`src/hdl/sdram_cmd_pkg.sv`:
```
// shared types and constants for the sdram command decoder
package sdram_cmd_pkg;

	localparam int NUM_BANKS = 4;
	localparam int BANK_W    = 2;

	// command codes presented to the core
	typedef enum logic [3:0] {
		CMD_NOP       = 4'h0,
		CMD_ACTIVATE  = 4'h1,
		CMD_PRECHARGE = 4'h2,
		CMD_PRE_ALL   = 4'h3,
		CMD_WRITE     = 4'h4,
		CMD_WRITE_AP  = 4'h5,
		CMD_READ      = 4'h6,
		CMD_READ_AP   = 4'h7,
		CMD_MODE_SET  = 4'h8,
		CMD_BURST_STOP = 4'h9,
		CMD_AUTO_REF  = 4'ha,
		CMD_SELF_REF  = 4'hb
	} cmd_e;

	// clock-enable state of the device
	typedef enum logic [1:0] {
		ST_RUN      = 2'b00,
		ST_SUSPEND  = 2'b01,
		ST_POWER_DN = 2'b10,
		ST_SELF_REF = 2'b11
	} mode_e;

	// sampled command pins, active-low strobes
	typedef struct packed {
		logic              cs_n;
		logic              ras_n;
		logic              cas_n;
		logic              we_n;
		logic              a10;
		logic [BANK_W-1:0] bank;
	} pins_s;

	// decoded command handed to the core
	typedef struct packed {
		logic              valid;
		cmd_e              cmd;
		logic [BANK_W-1:0] bank;
	} dec_s;

	localparam logic [NUM_BANKS-1:0] BANKS_IDLE = 4'h0;
	localparam logic [NUM_BANKS-1:0] BANKS_ALL  = 4'hf;

endpackage : sdram_cmd_pkg

```
`src/hdl/sdram_bank_state.sv`:
```
// per-bank open/closed state store with registered read data
`timescale 1ns/1ps
`default_nettype none
module sdram_bank_state
	import sdram_cmd_pkg::*;
#(
	parameter int NB = NUM_BANKS
) (
	input  wire logic          clk,
	input  wire logic          rst_n,
	input  wire logic          en,
	input  wire logic [NB-1:0] open_set,
	input  wire logic [NB-1:0] close_set,
	output logic      [NB-1:0] open_q
);
	// set wins over close when both arrive in one cycle
	always_ff @(posedge clk or negedge rst_n) begin
		if (!rst_n) begin
			open_q <= '0;
		end else if (en) begin
			open_q <= (open_q & ~close_set) | open_set;
		end
	end
endmodule : sdram_bank_state
`default_nettype wire

```
`src/hdl/sdram_command_decode.sv`:
```
// command decoder and clock-enable state control for a four-bank sdram
// Notes on behaviour
// [RQ1] cs low, ras cas we high decodes no-operation.
// [RQ2] no-operation leaves a running burst untouched.
// [RQ3] controller sends no-operations while idle or waiting.
// [RQ4] cs high is deselect, same as no-operation, strobes ignored.
// [RQ5] controller holds clock enable high during normal accesses.
// [RQ6] clock enable low with a bank active enters clock suspend.
// [RQ7] suspend takes effect one clock after clock enable registered low.
// [RQ8] commands presented during clock suspend are ignored.
// [RQ9] suspend ends one clock after clock enable registered high again.
// [RQ10] commands are latched on rising clock edges only.
// [RQ11] activate on idle bank, precharge one or all by a10, mode set idle.
// [RQ12] read or write on active selected bank; we picks; a10 adds auto-precharge.
// [RQ13] burst stop is cs we low, valid only during full-page burst.
// [RQ14] idle refresh pattern: auto-refresh, or self-refresh entry if cke falls.
// [RQ15] cke falling while idle with nop or deselect enters power down.
// [RQ16] power-down pattern during a burst enters clock suspend instead.
// [RQ17] power down exits on cke rising with nop or deselect.
// [RQ18] with a bank active, cke edges enter and leave suspend regardless.
// [RQ19] decode uses current and previous cke; commands need previous high.
// [RQ20] controller issues no-operation on the edge after power-down exit.
// [RQ21] self refresh ignores all inputs but cke and gates internal clock; the code also needs nop or deselect with cke rising to exit.
// [RQ22] registered lookup decode; unassigned patterns become no-operation.
`timescale 1ns/1ps
`default_nettype none
module sdram_command_decode
	import sdram_cmd_pkg::*;
#(
	parameter int NB = NUM_BANKS
) (
	input  wire logic              core_clk,
	input  wire logic              arst_n,
	input  wire logic              clk_en,
	input  wire logic              cs_n,
	input  wire logic              ras_n,
	input  wire logic              cas_n,
	input  wire logic              we_n,
	input  wire logic              a10,
	input  wire logic              bank_sel_lo,
	input  wire logic              bank_sel_hi,
	input  wire logic              cke,
	input  wire logic              burst_active,
	input  wire logic              full_page,
	output logic                   cmd_valid,
	output cmd_e                   cmd_code,
	output logic      [BANK_W-1:0] cmd_bank,
	output logic                   cmd_auto_pre,
	output logic                   int_clk_en,
	output mode_e                  mode,
	output logic      [NB-1:0]     bank_open
);

	// ----------------------------------------
	// reset release
	// ----------------------------------------
	logic rst_meta_q;
	logic rst_n_q;

	always_ff @(posedge core_clk or negedge arst_n) begin
		if (!arst_n) begin
			rst_meta_q <= 1'b0;
			rst_n_q    <= 1'b0;
		end else begin
			rst_meta_q <= 1'b1;
			rst_n_q    <= rst_meta_q;
		end
	end

	// ----------------------------------------
	// pin sampling
	// ----------------------------------------
	pins_s pins;
	logic  prev_clk_enable_level_q;
	logic  curr_clk_enable_level;
	mode_e mode_q;
	mode_e mode_d;
	logic  gate_q;
	logic  gate_d;

	assign pins = '{cs_n: cs_n, ras_n: ras_n, cas_n: cas_n, we_n: we_n,
		a10: a10, bank: {bank_sel_hi, bank_sel_lo}};
	assign curr_clk_enable_level = cke;

	// cke history sampled every rising edge with clk_en high, even while suspended
	always_ff @(posedge core_clk or negedge rst_n_q) begin
		if (!rst_n_q) begin
			prev_clk_enable_level_q <= 1'b1;
		end else if (clk_en) begin
			prev_clk_enable_level_q <= curr_clk_enable_level; // see [RQ10] see [RQ19]
		end
	end

	// ----------------------------------------
	// combinational lookup
	// ----------------------------------------
	function automatic cmd_e lookup(input pins_s p, input logic cke_now);
		cmd_e c;
		c = CMD_NOP;
		if (!p.cs_n) begin // see [RQ4]
			case ({p.ras_n, p.cas_n, p.we_n})
				3'b111:  c = CMD_NOP; // see [RQ1]
				3'b011:  c = CMD_ACTIVATE; // see [RQ11]
				3'b010:  c = p.a10 ? CMD_PRE_ALL : CMD_PRECHARGE; // see [RQ11]
				3'b000:  c = CMD_MODE_SET; // see [RQ11]
				3'b100:  c = p.a10 ? CMD_WRITE_AP : CMD_WRITE; // see [RQ12]
				3'b101:  c = p.a10 ? CMD_READ_AP : CMD_READ; // see [RQ12]
				3'b110:  c = CMD_BURST_STOP; // see [RQ13]
				3'b001:  c = cke_now ? CMD_AUTO_REF : CMD_SELF_REF; // see [RQ14]
				default: c = CMD_NOP; // see [RQ22]
			endcase
		end
		return c;
	endfunction : lookup

	function automatic logic is_nop(input pins_s p);
		return p.cs_n | (p.ras_n & p.cas_n & p.we_n);
	endfunction : is_nop

	// ----------------------------------------
	// state legality
	// ----------------------------------------
	logic [NB-1:0] open_q;
	cmd_e          raw_cmd;
	logic          any_open;
	logic          sel_open;
	logic          legal;
	logic          accept;
	logic          nop_pat;
	logic          cke_fall;
	logic          cke_rise;

	assign raw_cmd  = lookup(pins, curr_clk_enable_level);
	assign any_open = |open_q;
	assign sel_open = open_q[pins.bank];
	assign nop_pat  = is_nop(pins);
	assign cke_fall = prev_clk_enable_level_q & ~curr_clk_enable_level;
	assign cke_rise = ~prev_clk_enable_level_q & curr_clk_enable_level;

	// ----------------------------------------
	// command classes
	// ----------------------------------------
	logic is_act;
	logic is_mode_set;
	logic is_rw;
	logic is_ap_rw;
	logic is_stop;
	logic is_ref;

	assign is_act      = (raw_cmd == CMD_ACTIVATE);
	assign is_mode_set = (raw_cmd == CMD_MODE_SET);
	assign is_ap_rw    = (raw_cmd == CMD_READ_AP) || (raw_cmd == CMD_WRITE_AP);
	assign is_rw       = (raw_cmd == CMD_READ) || (raw_cmd == CMD_WRITE) || is_ap_rw;
	assign is_stop     = (raw_cmd == CMD_BURST_STOP);
	assign is_ref      = (raw_cmd == CMD_AUTO_REF) || (raw_cmd == CMD_SELF_REF);

	// unsupported-state commands are dropped rather than corrupting bank state
	assign legal =
		is_act      ? ~sel_open : // see [RQ11]
		is_mode_set ? ~any_open : // see [RQ11]
		is_rw       ? sel_open : // see [RQ12]
		is_stop     ? (burst_active & full_page) : // see [RQ13]
		is_ref      ? ~any_open : // see [RQ14]
		1'b1;

	// commands only in run mode with previous cke high; suspend and self refresh ignore them
	assign accept = (mode_q == ST_RUN) && prev_clk_enable_level_q && legal
		&& (raw_cmd != CMD_NOP); // see [RQ8] see [RQ19] see [RQ21] see [RQ2]

	// ----------------------------------------
	// mode transition triggers
	// ----------------------------------------
	logic sref_go;
	logic susp_go;
	logic pdn_go;
	logic wake_ok;

	assign sref_go = accept && (raw_cmd == CMD_SELF_REF);
	// a running burst forces suspend even with no bank open, unless a self-refresh entry is accepted
	assign susp_go = cke_fall && (any_open || burst_active);
	assign pdn_go  = cke_fall && nop_pat;
	assign wake_ok = cke_rise && nop_pat;

	// ----------------------------------------
	// cke mode machine
	// ----------------------------------------
	always_comb begin
		mode_d = mode_q;
		gate_d = gate_q;
		case (mode_q)
			ST_RUN: begin
				gate_d = 1'b1;
				if (sref_go) begin
					mode_d = ST_SELF_REF; // see [RQ14]
					gate_d = 1'b0; // see [RQ21]
				end else if (susp_go) begin
					mode_d = ST_SUSPEND; // see [RQ6] see [RQ16] see [RQ18]
				end else if (pdn_go) begin
					mode_d = ST_POWER_DN; // see [RQ15]
				end
			end
			ST_SUSPEND: begin
				gate_d = 1'b0; // see [RQ7]
				if (cke_rise) begin
					mode_d = ST_RUN; // see [RQ9] see [RQ18]
				end
			end
			ST_POWER_DN: begin
				gate_d = 1'b0;
				if (wake_ok) begin
					mode_d = ST_RUN; // see [RQ17]
				end
			end
			ST_SELF_REF: begin
				gate_d = 1'b0;
				if (wake_ok) begin
					mode_d = ST_RUN; // see [RQ14] see [RQ21]
				end
			end
			default: begin
				mode_d = ST_RUN;
				gate_d = 1'b1;
			end
		endcase
	end

	always_ff @(posedge core_clk or negedge rst_n_q) begin
		if (!rst_n_q) begin
			mode_q <= ST_RUN;
			gate_q <= 1'b1;
		end else if (clk_en) begin
			mode_q <= mode_d;
			gate_q <= gate_d;
		end
	end

	// ----------------------------------------
	// bank open tracking
	// ----------------------------------------
	logic [NB-1:0] open_set;
	logic [NB-1:0] close_set;
	logic [NB-1:0] sel_mask;

	assign sel_mask  = NB'(1) << pins.bank;
	assign open_set  = (accept && raw_cmd == CMD_ACTIVATE) ? sel_mask : '0; // see [RQ11]
	// auto-precharge closes the bank at command time; burst timing lives elsewhere
	assign close_set =
		(accept && raw_cmd == CMD_PRE_ALL) ? BANKS_ALL : // see [RQ11]
		(accept && (raw_cmd == CMD_PRECHARGE || is_ap_rw)) ? sel_mask : BANKS_IDLE; // see [RQ12]

	sdram_bank_state #(
		.NB (NB)
	) u_banks (
		.clk       (core_clk),
		.rst_n     (rst_n_q),
		.en        (clk_en),
		.open_set  (open_set),
		.close_set (close_set),
		.open_q    (open_q)
	);

	// ----------------------------------------
	// registered command output
	// ----------------------------------------
	dec_s dec_q;

	always_ff @(posedge core_clk or negedge rst_n_q) begin
		if (!rst_n_q) begin
			dec_q <= '{valid: 1'b0, cmd: CMD_NOP, bank: '0};
		end else if (clk_en) begin
			dec_q <= '{valid: accept, cmd: accept ? raw_cmd : CMD_NOP,
				bank: pins.bank}; // see [RQ22] see [RQ10]
		end
	end

	logic auto_pre_q;

	always_ff @(posedge core_clk or negedge rst_n_q) begin
		if (!rst_n_q) begin
			auto_pre_q <= 1'b0;
		end else if (clk_en) begin
			auto_pre_q <= accept & is_ap_rw; // see [RQ12]
		end
	end

	assign cmd_valid    = dec_q.valid;
	assign cmd_code     = dec_q.cmd;
	assign cmd_bank     = dec_q.bank;
	assign cmd_auto_pre = auto_pre_q & ~(dec_q.cmd == CMD_PRE_ALL);
	assign int_clk_en   = gate_q;
	assign mode         = mode_q;
	assign bank_open    = open_q;

endmodule : sdram_command_decode
`default_nettype wire

```
`config.mk`:
```
export PLATFORM = sky130hd
export DESIGN_NAME = sdram_command_decode
export DESIGN_NICKNAME = d
export VERILOG_FILES = /design/src/hdl/sdram_cmd_pkg.sv /design/src/hdl/sdram_bank_state.sv /design/src/hdl/sdram_command_decode.sv
export SDC_FILE = /design/constraint.sdc
export NUM_CORES = 1
export LEC_CHECK = 0
export BUFFER_PORTS_ARGS = -buffer_cell sky130_fd_sc_hd__buf_2
export CAP_MARGIN = 20
export CORE_ASPECT_RATIO = 1.1
export CORE_MARGIN = 1
export CORE_UTILIZATION = 51
export DETAILED_ROUTE_END_ITERATION = 10
export PLACE_DENSITY_LB_ADDON = 0.08
export SLEW_MARGIN = 20
export SYNTH_ARGS = -nofsm -noshare
export SYNTH_HDL_FRONTEND = slang
export SYNTH_HIERARCHICAL = 1
export SYNTH_SLANG_ARGS = --single-unit
```
`constraint.sdc`:
```
create_clock -name core_clk -period 1.25 [get_ports core_clk]
set_input_delay 0.25 -clock core_clk [delete_from_list [all_inputs] [get_ports core_clk]]
set_output_delay 0.25 -clock core_clk [all_outputs]
set_load 0.005 [all_outputs]
```
==> flow_metrics.tcl, run 1 <==
set metrics [dict create \
    status "finished with violations" \
    violations "negative setup slack" \
    grt_max_degree 17 \
    core_area_mm2 0.00200 \
    die_y_um 50.3 \
    clkLatencyLatePin_ns 0.31 \
    rsz0062_at_grt "true" \
    wl_um 5750 \
    antenna_found_initial 0 \
    ys.flop_type "dfrtp_1" \
    async_reset_ff_share_pct 100 \
    grt_pass1_wl_um 5480 \
    synth.avg_cell_area_um2 9.56 \
    vias 1527 \
    syn_inst 113 \
    cp.required_ns 1.46 \
    stdcell_count 224 \
    synth_cell_types 42 \
    post-dp-hpwl_um 2190 \
    grt-ovfl-total 0 \
    power.leakage_nw 0.873 \
    syn_area_mm2 0.00108 \
    cp_max_fo 7 \
    worstRegToRegCells 7 \
    hold_path.class "register to asynchronous set/reset pin" \
    ys_warn_count 6 \
    slew_viol_final 0 \
    min_period_ns 2.23 \
    area_growth_pct 75.2 \
    sw_frac_of_total_pct 36.1 \
    postRouteAntennaNets 0 \
    dr.pass1.iters 5 \
    cts_buffer_depth 2 \
    syn-num-nets 126 \
    maxCapViolCount 0 \
    wirelength_met1_um 1800 \
    setup_viol 17 \
    layout-drive-gt1-share_pct 60.2 \
    drt_iter0_markers 108 \
    mostFrequentLayoutCells "buf_4, buf_2, dfrtp_1" \
    nets 210 \
    cts-buffers-inserted 3 \
    hold_ws_ns 0.207 \
    wire_per_inst_um 25.7 \
    critical-path-top-delay-family "compound AO/OA/AOI/OAI gates" \
    die-area_mm2 0.00231 \
    final_common_cell "buf_4" \
    drt-vias-per-instance 6.82 \
    switchingPower_mw 0.797 \
    grt_pass1_vias 1239 \
    diodes 0 \
    synth-seq-cells 18 \
    internal_power_mw 1.41 \
    clkPwrFrac_pct 18.1 \
    cts_sinks 18 \
    p_comb_share_pct 47.1 \
    fin_ws_ns -0.982 \
    die_w_um 45.9 \
    top_layer "met4" \
    met3WireLength_um 658 \
    grtUsageTotal_pct 33.8 \
    path_depth 7 \
    cp-end-kind "register" \
    synth-seq-area-share_pct 41.9 \
    dp_cells 199 \
    fmax_ghz 0.448 \
    place_ws_ns -0.854 \
    total_power_mw 2.20 \
    io_pins 28 \
    cp_data_arrival_time_ns 2.44 \
    io_buffers 27 \
    placed_area_mm2 0.00150 \
    start_kind "register" \
    cp_slowest_stage_delay_ns 0.54 \
    post-route-util_pct 94.6 \
    clock_skew_ns 0.00468 \
    crit_chain "mux4_2 -> nor2_2 -> o21ai_2 -> buf_4 -> o41ai_2 -> nand2_1 -> a22o_1" \
    peakVddDrop_uv 1010 \
    htreeDepth 1 \
    globalplace.congestion 0.855 \
    cts_tree "yes" \
    finalInstanceArea_mm2 0.00189 \
    drc 0 \
    dr_wl_met2_um 2630 \
    path_clk_slew_ns 0.12 \
    path_buf_inv 1 \
    cp_slowest_cell "mux4_2" \
    hold_viol 0 \
    row_count 17 \
    start_util_pct 54.0 \
    root_buffer "clkbuf_4" \
    min_period_over_period_pct 179 \
    finalSetupTns_ns -11.66 \
    p_per_area_mw_per_mm2 1170 \
    synth_edf_count 0 \
    critPathKind "register to register" \
    seqPwrFrac_pct 34.8 \
]
## worst paths after layout
path,endpoint,slack (ns),from
max in group asynchronous,prev_clk_enable_level_q$_DFFE_PN1P_,0.79,rst_n_q$_DFF_PN0_
max reg2reg,u_banks/open_q[1]$_DFFE_PN0P_,-0.98,u_banks/open_q[3]$_DFFE_PN0P_
min reg2reg,cmd_valid$_DFFE_PN0P_,0.21,rst_n_q$_DFF_PN0_
min in group core_clk,int_clk_en$_DFFE_PN1P_,0.35,clk_en
min,cmd_valid$_DFFE_PN0P_,0.21,rst_n_q$_DFF_PN0_
max,u_banks/open_q[1]$_DFFE_PN0P_,-0.98,u_banks/open_q[3]$_DFFE_PN0P_
## routing by layer
layer	global-route usage (%)	up-vias
met2	55.2	170
li1	-	585
met1	39.9	686
met5	0	-
met3	8.27	86
met4	17.2	0
## sequential cells by signal, indices dropped and copies added (netlist names)
signal	cells
cmd_code	4
u_banks/open_q	4
cmd_bank	2
mode	2
auto_pre_q	1
cmd_valid	1
int_clk_en	1
prev_clk_enable_level_q	1
rst_meta_q	1
rst_n_q	1
## cell type report
class / instances / area, µm²
flip-flops and latches: 18 / 454
multi-input cells: 86 / 739
fillers: 57 / 108
well taps: 28 / 35.0
inverters: 5 / 18.8
repair buffers: 83 / 608
clock buffers: 4 / 36.3
## repair_timing
| action | CTS | global route |
|---|---|---|
| hold endpoints to repair | 2 | 0 |
| endpoints found under the setup margin | 14 | 20 |
| resized for setup | 15 | 24 |
| buffers inserted | 16 | 9 |
| hold buffers | 1 | 0 |
| pin swaps | 7 | 11 |
## power by group through the flow
stage	combinational, mW	clock (mW)	sequential (mW)
detailed placement	0.621	0	0.756
floorplan	0.245	0	0.777
CTS	0.762	0.365	0.747
finish	1.04	0.399	0.768
global route	1.08	0.422	0.773
global placement	0.606	0	0.752
## cell families (layout without fill, tap and decap cells)
family          after synthesis  in the layout  synth area share (%)
simple gates                 47             47                  24.8
mux                           4              4                  5.21
other cells                   1              1                 0.347
flops                        18             18                  41.9
buf+inv                       9             92                  3.94
compound gates               34             34                  23.8
## synthesized netlist by cell type (3+ instances only)
cell        n  area, µm²
inv_1       5       18.8
nor2_1      7       26.3
nor2b_1     9       56.3
o41ai_1     3       26.3
nand2_1     9       33.8
o2bb2ai_1   3       26.3
mux2_2      3       33.8
nor3_1      3       15.0
dfrtp_1    16        400
o21ai_1     3       15.0
a21oi_1     6       30.0
a22o_1      4       35.0
o32ai_1     3       26.3
nand2b_1    5       31.3
Note: power is estimated with default switching activity, not from simulation.
==> run 2: changes to the inputs <==
--- a/config.mk
+++ b/config.mk
@@ -9,8 +9,9 @@
 export CAP_MARGIN = 20
 export CORE_ASPECT_RATIO = 1.1
 export CORE_MARGIN = 1
-export CORE_UTILIZATION = 51
+export CORE_UTILIZATION = 46
 export DETAILED_ROUTE_END_ITERATION = 10
+export MAX_ROUTING_LAYER = met4
 export PLACE_DENSITY_LB_ADDON = 0.08
 export SLEW_MARGIN = 20
 export SYNTH_ARGS = -nofsm -noshare
==> constraint.sdc (replaced) <==
create_clock -name core_clk -period 2.05 [get_ports core_clk]
set_input_delay 0.41 -clock core_clk [delete_from_list [all_inputs] [get_ports core_clk]]
set_output_delay 0.41 -clock core_clk [all_outputs]
set_load 0.005 [all_outputs]
==> flow_metrics.tcl, run 2 (same netlist as run 1, synthesis figures left out) <==
set metrics [dict create \
    crit_chain "mux4_2 -> nor2_2 -> o21ai_2 -> or4_1 -> o21ai_1 -> nand2_1 -> a22o_1" \
    antenna_found_initial 0 \
    min_period_ns 2.04 \
    start_kind "register" \
    hold_ws_ns 0.269 \
    clock_skew_ns 0.0172 \
    drc 0 \
    cp_max_fo 4 \
    cp_slowest_stage_delay_ns 0.49 \
    power.leakage_nw 0.633 \
    drt_iter0_markers 14 \
    setup_viol 0 \
    cts-buffers-inserted 3 \
    grt_pass1_wl_um 4020 \
    vias 1023 \
    die_w_um 48.2 \
    critPathKind "register to register" \
    nets 169 \
    cts_tree "yes" \
    hold_path.class "register to asynchronous set/reset pin" \
    p_per_area_mw_per_mm2 720 \
    htreeDepth 1 \
    regToRegSetupSlack_ns 0.01 \
    cp-end-kind "register" \
    wire_per_inst_um 14.2 \
    wl_um 2630 \
    drt-vias-per-instance 5.53 \
    hold_viol 0 \
    core_area_mm2 0.00223 \
    tightest_slew_ns 0.690 \
    postRouteAntennaNets 0 \
    r2r-start "u_banks/open_q[0]$_DFFE_PN0P_" \
    min_period_over_period_pct 99.4 \
    grtUsageTotal_pct 23.1 \
    post-route-util_pct 63.7 \
    max_slew_margin_pct 54.0 \
    start_util_pct 48.4 \
    layout-drive-gt1-share_pct 40.6 \
    root_buffer "clkbuf_4" \
    final_common_cell "buf_2" \
    die_y_um 52.8 \
    row_count 18 \
    globalplace.congestion 0.850 \
    peakVddDrop_uv 505 \
    mostFrequentLayoutCells "buf_2, dfrtp_1, buf_4" \
    cts_sinks 18 \
    path_clk_slew_ns 0.12 \
    io_pins 28 \
    area_growth_pct 31.5 \
    post-dp-hpwl_um 1930 \
    place_ws_ns -0.105 \
    io_buffers 27 \
    cp.required_ns 2.25 \
    worstRegToRegCells 7 \
    r2r_end "u_banks/open_q[0]$_DFFE_PN0P_" \
    grt_max_degree 17 \
    clkLatencyLatePin_ns 0.30 \
    rsz0062_at_grt "true" \
    fin_ws_ns 0.0128 \
    cts_buffer_depth 2 \
    diodes 0 \
    cp_data_arrival_time_ns 2.24 \
    maxCapViolCount 0 \
    dr.pass1.iters 4 \
    cp_slowest_cell "mux4_2" \
    grt-ovfl-total 0 \
    grt_pass1_vias 940 \
    status "complete, no violations" \
    die-area_mm2 0.00255 \
    slew_viol_final 0 \
    fmax_ghz 0.491 \
]
run 2: layer usage:
layer  global-route usage [%]  up-vias  part of all wire [%]
li1                         -      503                     -
met4                     5.56        0                  0.57
met1                     28.4      496                    44
met5                        -        -                     0
met2                     38.9       22                    52
met3                     3.10        2                   3.4
run 2: report_power, final:
group,switching (mW),internal [mW]
Clock,0.114,0.108
Combinational,0.154,0.174
Sequential,0.0560,0.417
Total,0.324,0.698
run 2: worst max path at each step:
stage	cells past startpoint	slack, ns	end	from
global placement	8	-0.09	u_banks/open_q[0]$_DFFE_PN0P_	bank_sel_lo
CTS	8	0.02	u_banks/open_q[2]$_DFFE_PN0P_	u_banks/open_q[2]$_DFFE_PN0P_
detailed placement	8	-0.10	u_banks/open_q[0]$_DFFE_PN0P_	bank_sel_lo
finish	7	0.01	u_banks/open_q[0]$_DFFE_PN0P_	u_banks/open_q[0]$_DFFE_PN0P_
floorplan	7	0.02	u_banks/open_q[0]$_DFFE_PN0P_	bank_sel_lo
global route	7	-0.06	u_banks/open_q[0]$_DFFE_PN0P_	u_banks/open_q[0]$_DFFE_PN0P_
run 2: final cells by class:
cell class,count,area [µm²]
Sequential cell,18,453
Clock buffer,4,36.3
Fill cell,193,810
Inverter,5,18.8
Tap cell,30,37.5
Multi-Input combinational cell,86,624
Timing Repair Buffer,42,250
run 2: through the flow:
step | instance area [µm²] | std cells | setup TNS (ns) | total power, mW
2_1_floorplan | 1080 | 113 | 0 | 0.623
3_3_place_gp | 1320 | 178 | -0.143 | 0.766
3_5_place_dp | 1320 | 178 | -0.197 | 0.768
4_1_cts | 1400 | 186 | 0 | 1.02
5_1_grt | 1420 | 185 | -0.154 | 1.09
6_report | 1420 | 185 | 0 | 1.02
run 2: critical path: cells and delay by family (launching register included):
kind / cells / cell delay (ns)
and+or+nand+nor: 3 / 0.64
DFF: 1 / 0.45
muxes: 1 / 0.49
AOI/OAI and AO/OA: 3 / 0.36
run 2: what timing repair did:
| action | in CTS | in global routing |
|---|---|---|
| hold buffers | 1 | 0 |
| resized for setup | 1 | 6 |
| endpoints found under the setup margin | 1 | 7 |
| pin swaps | 3 | 8 |
| hold endpoints to repair | 2 | 0 |
| setup buffers | 3 | 0 |
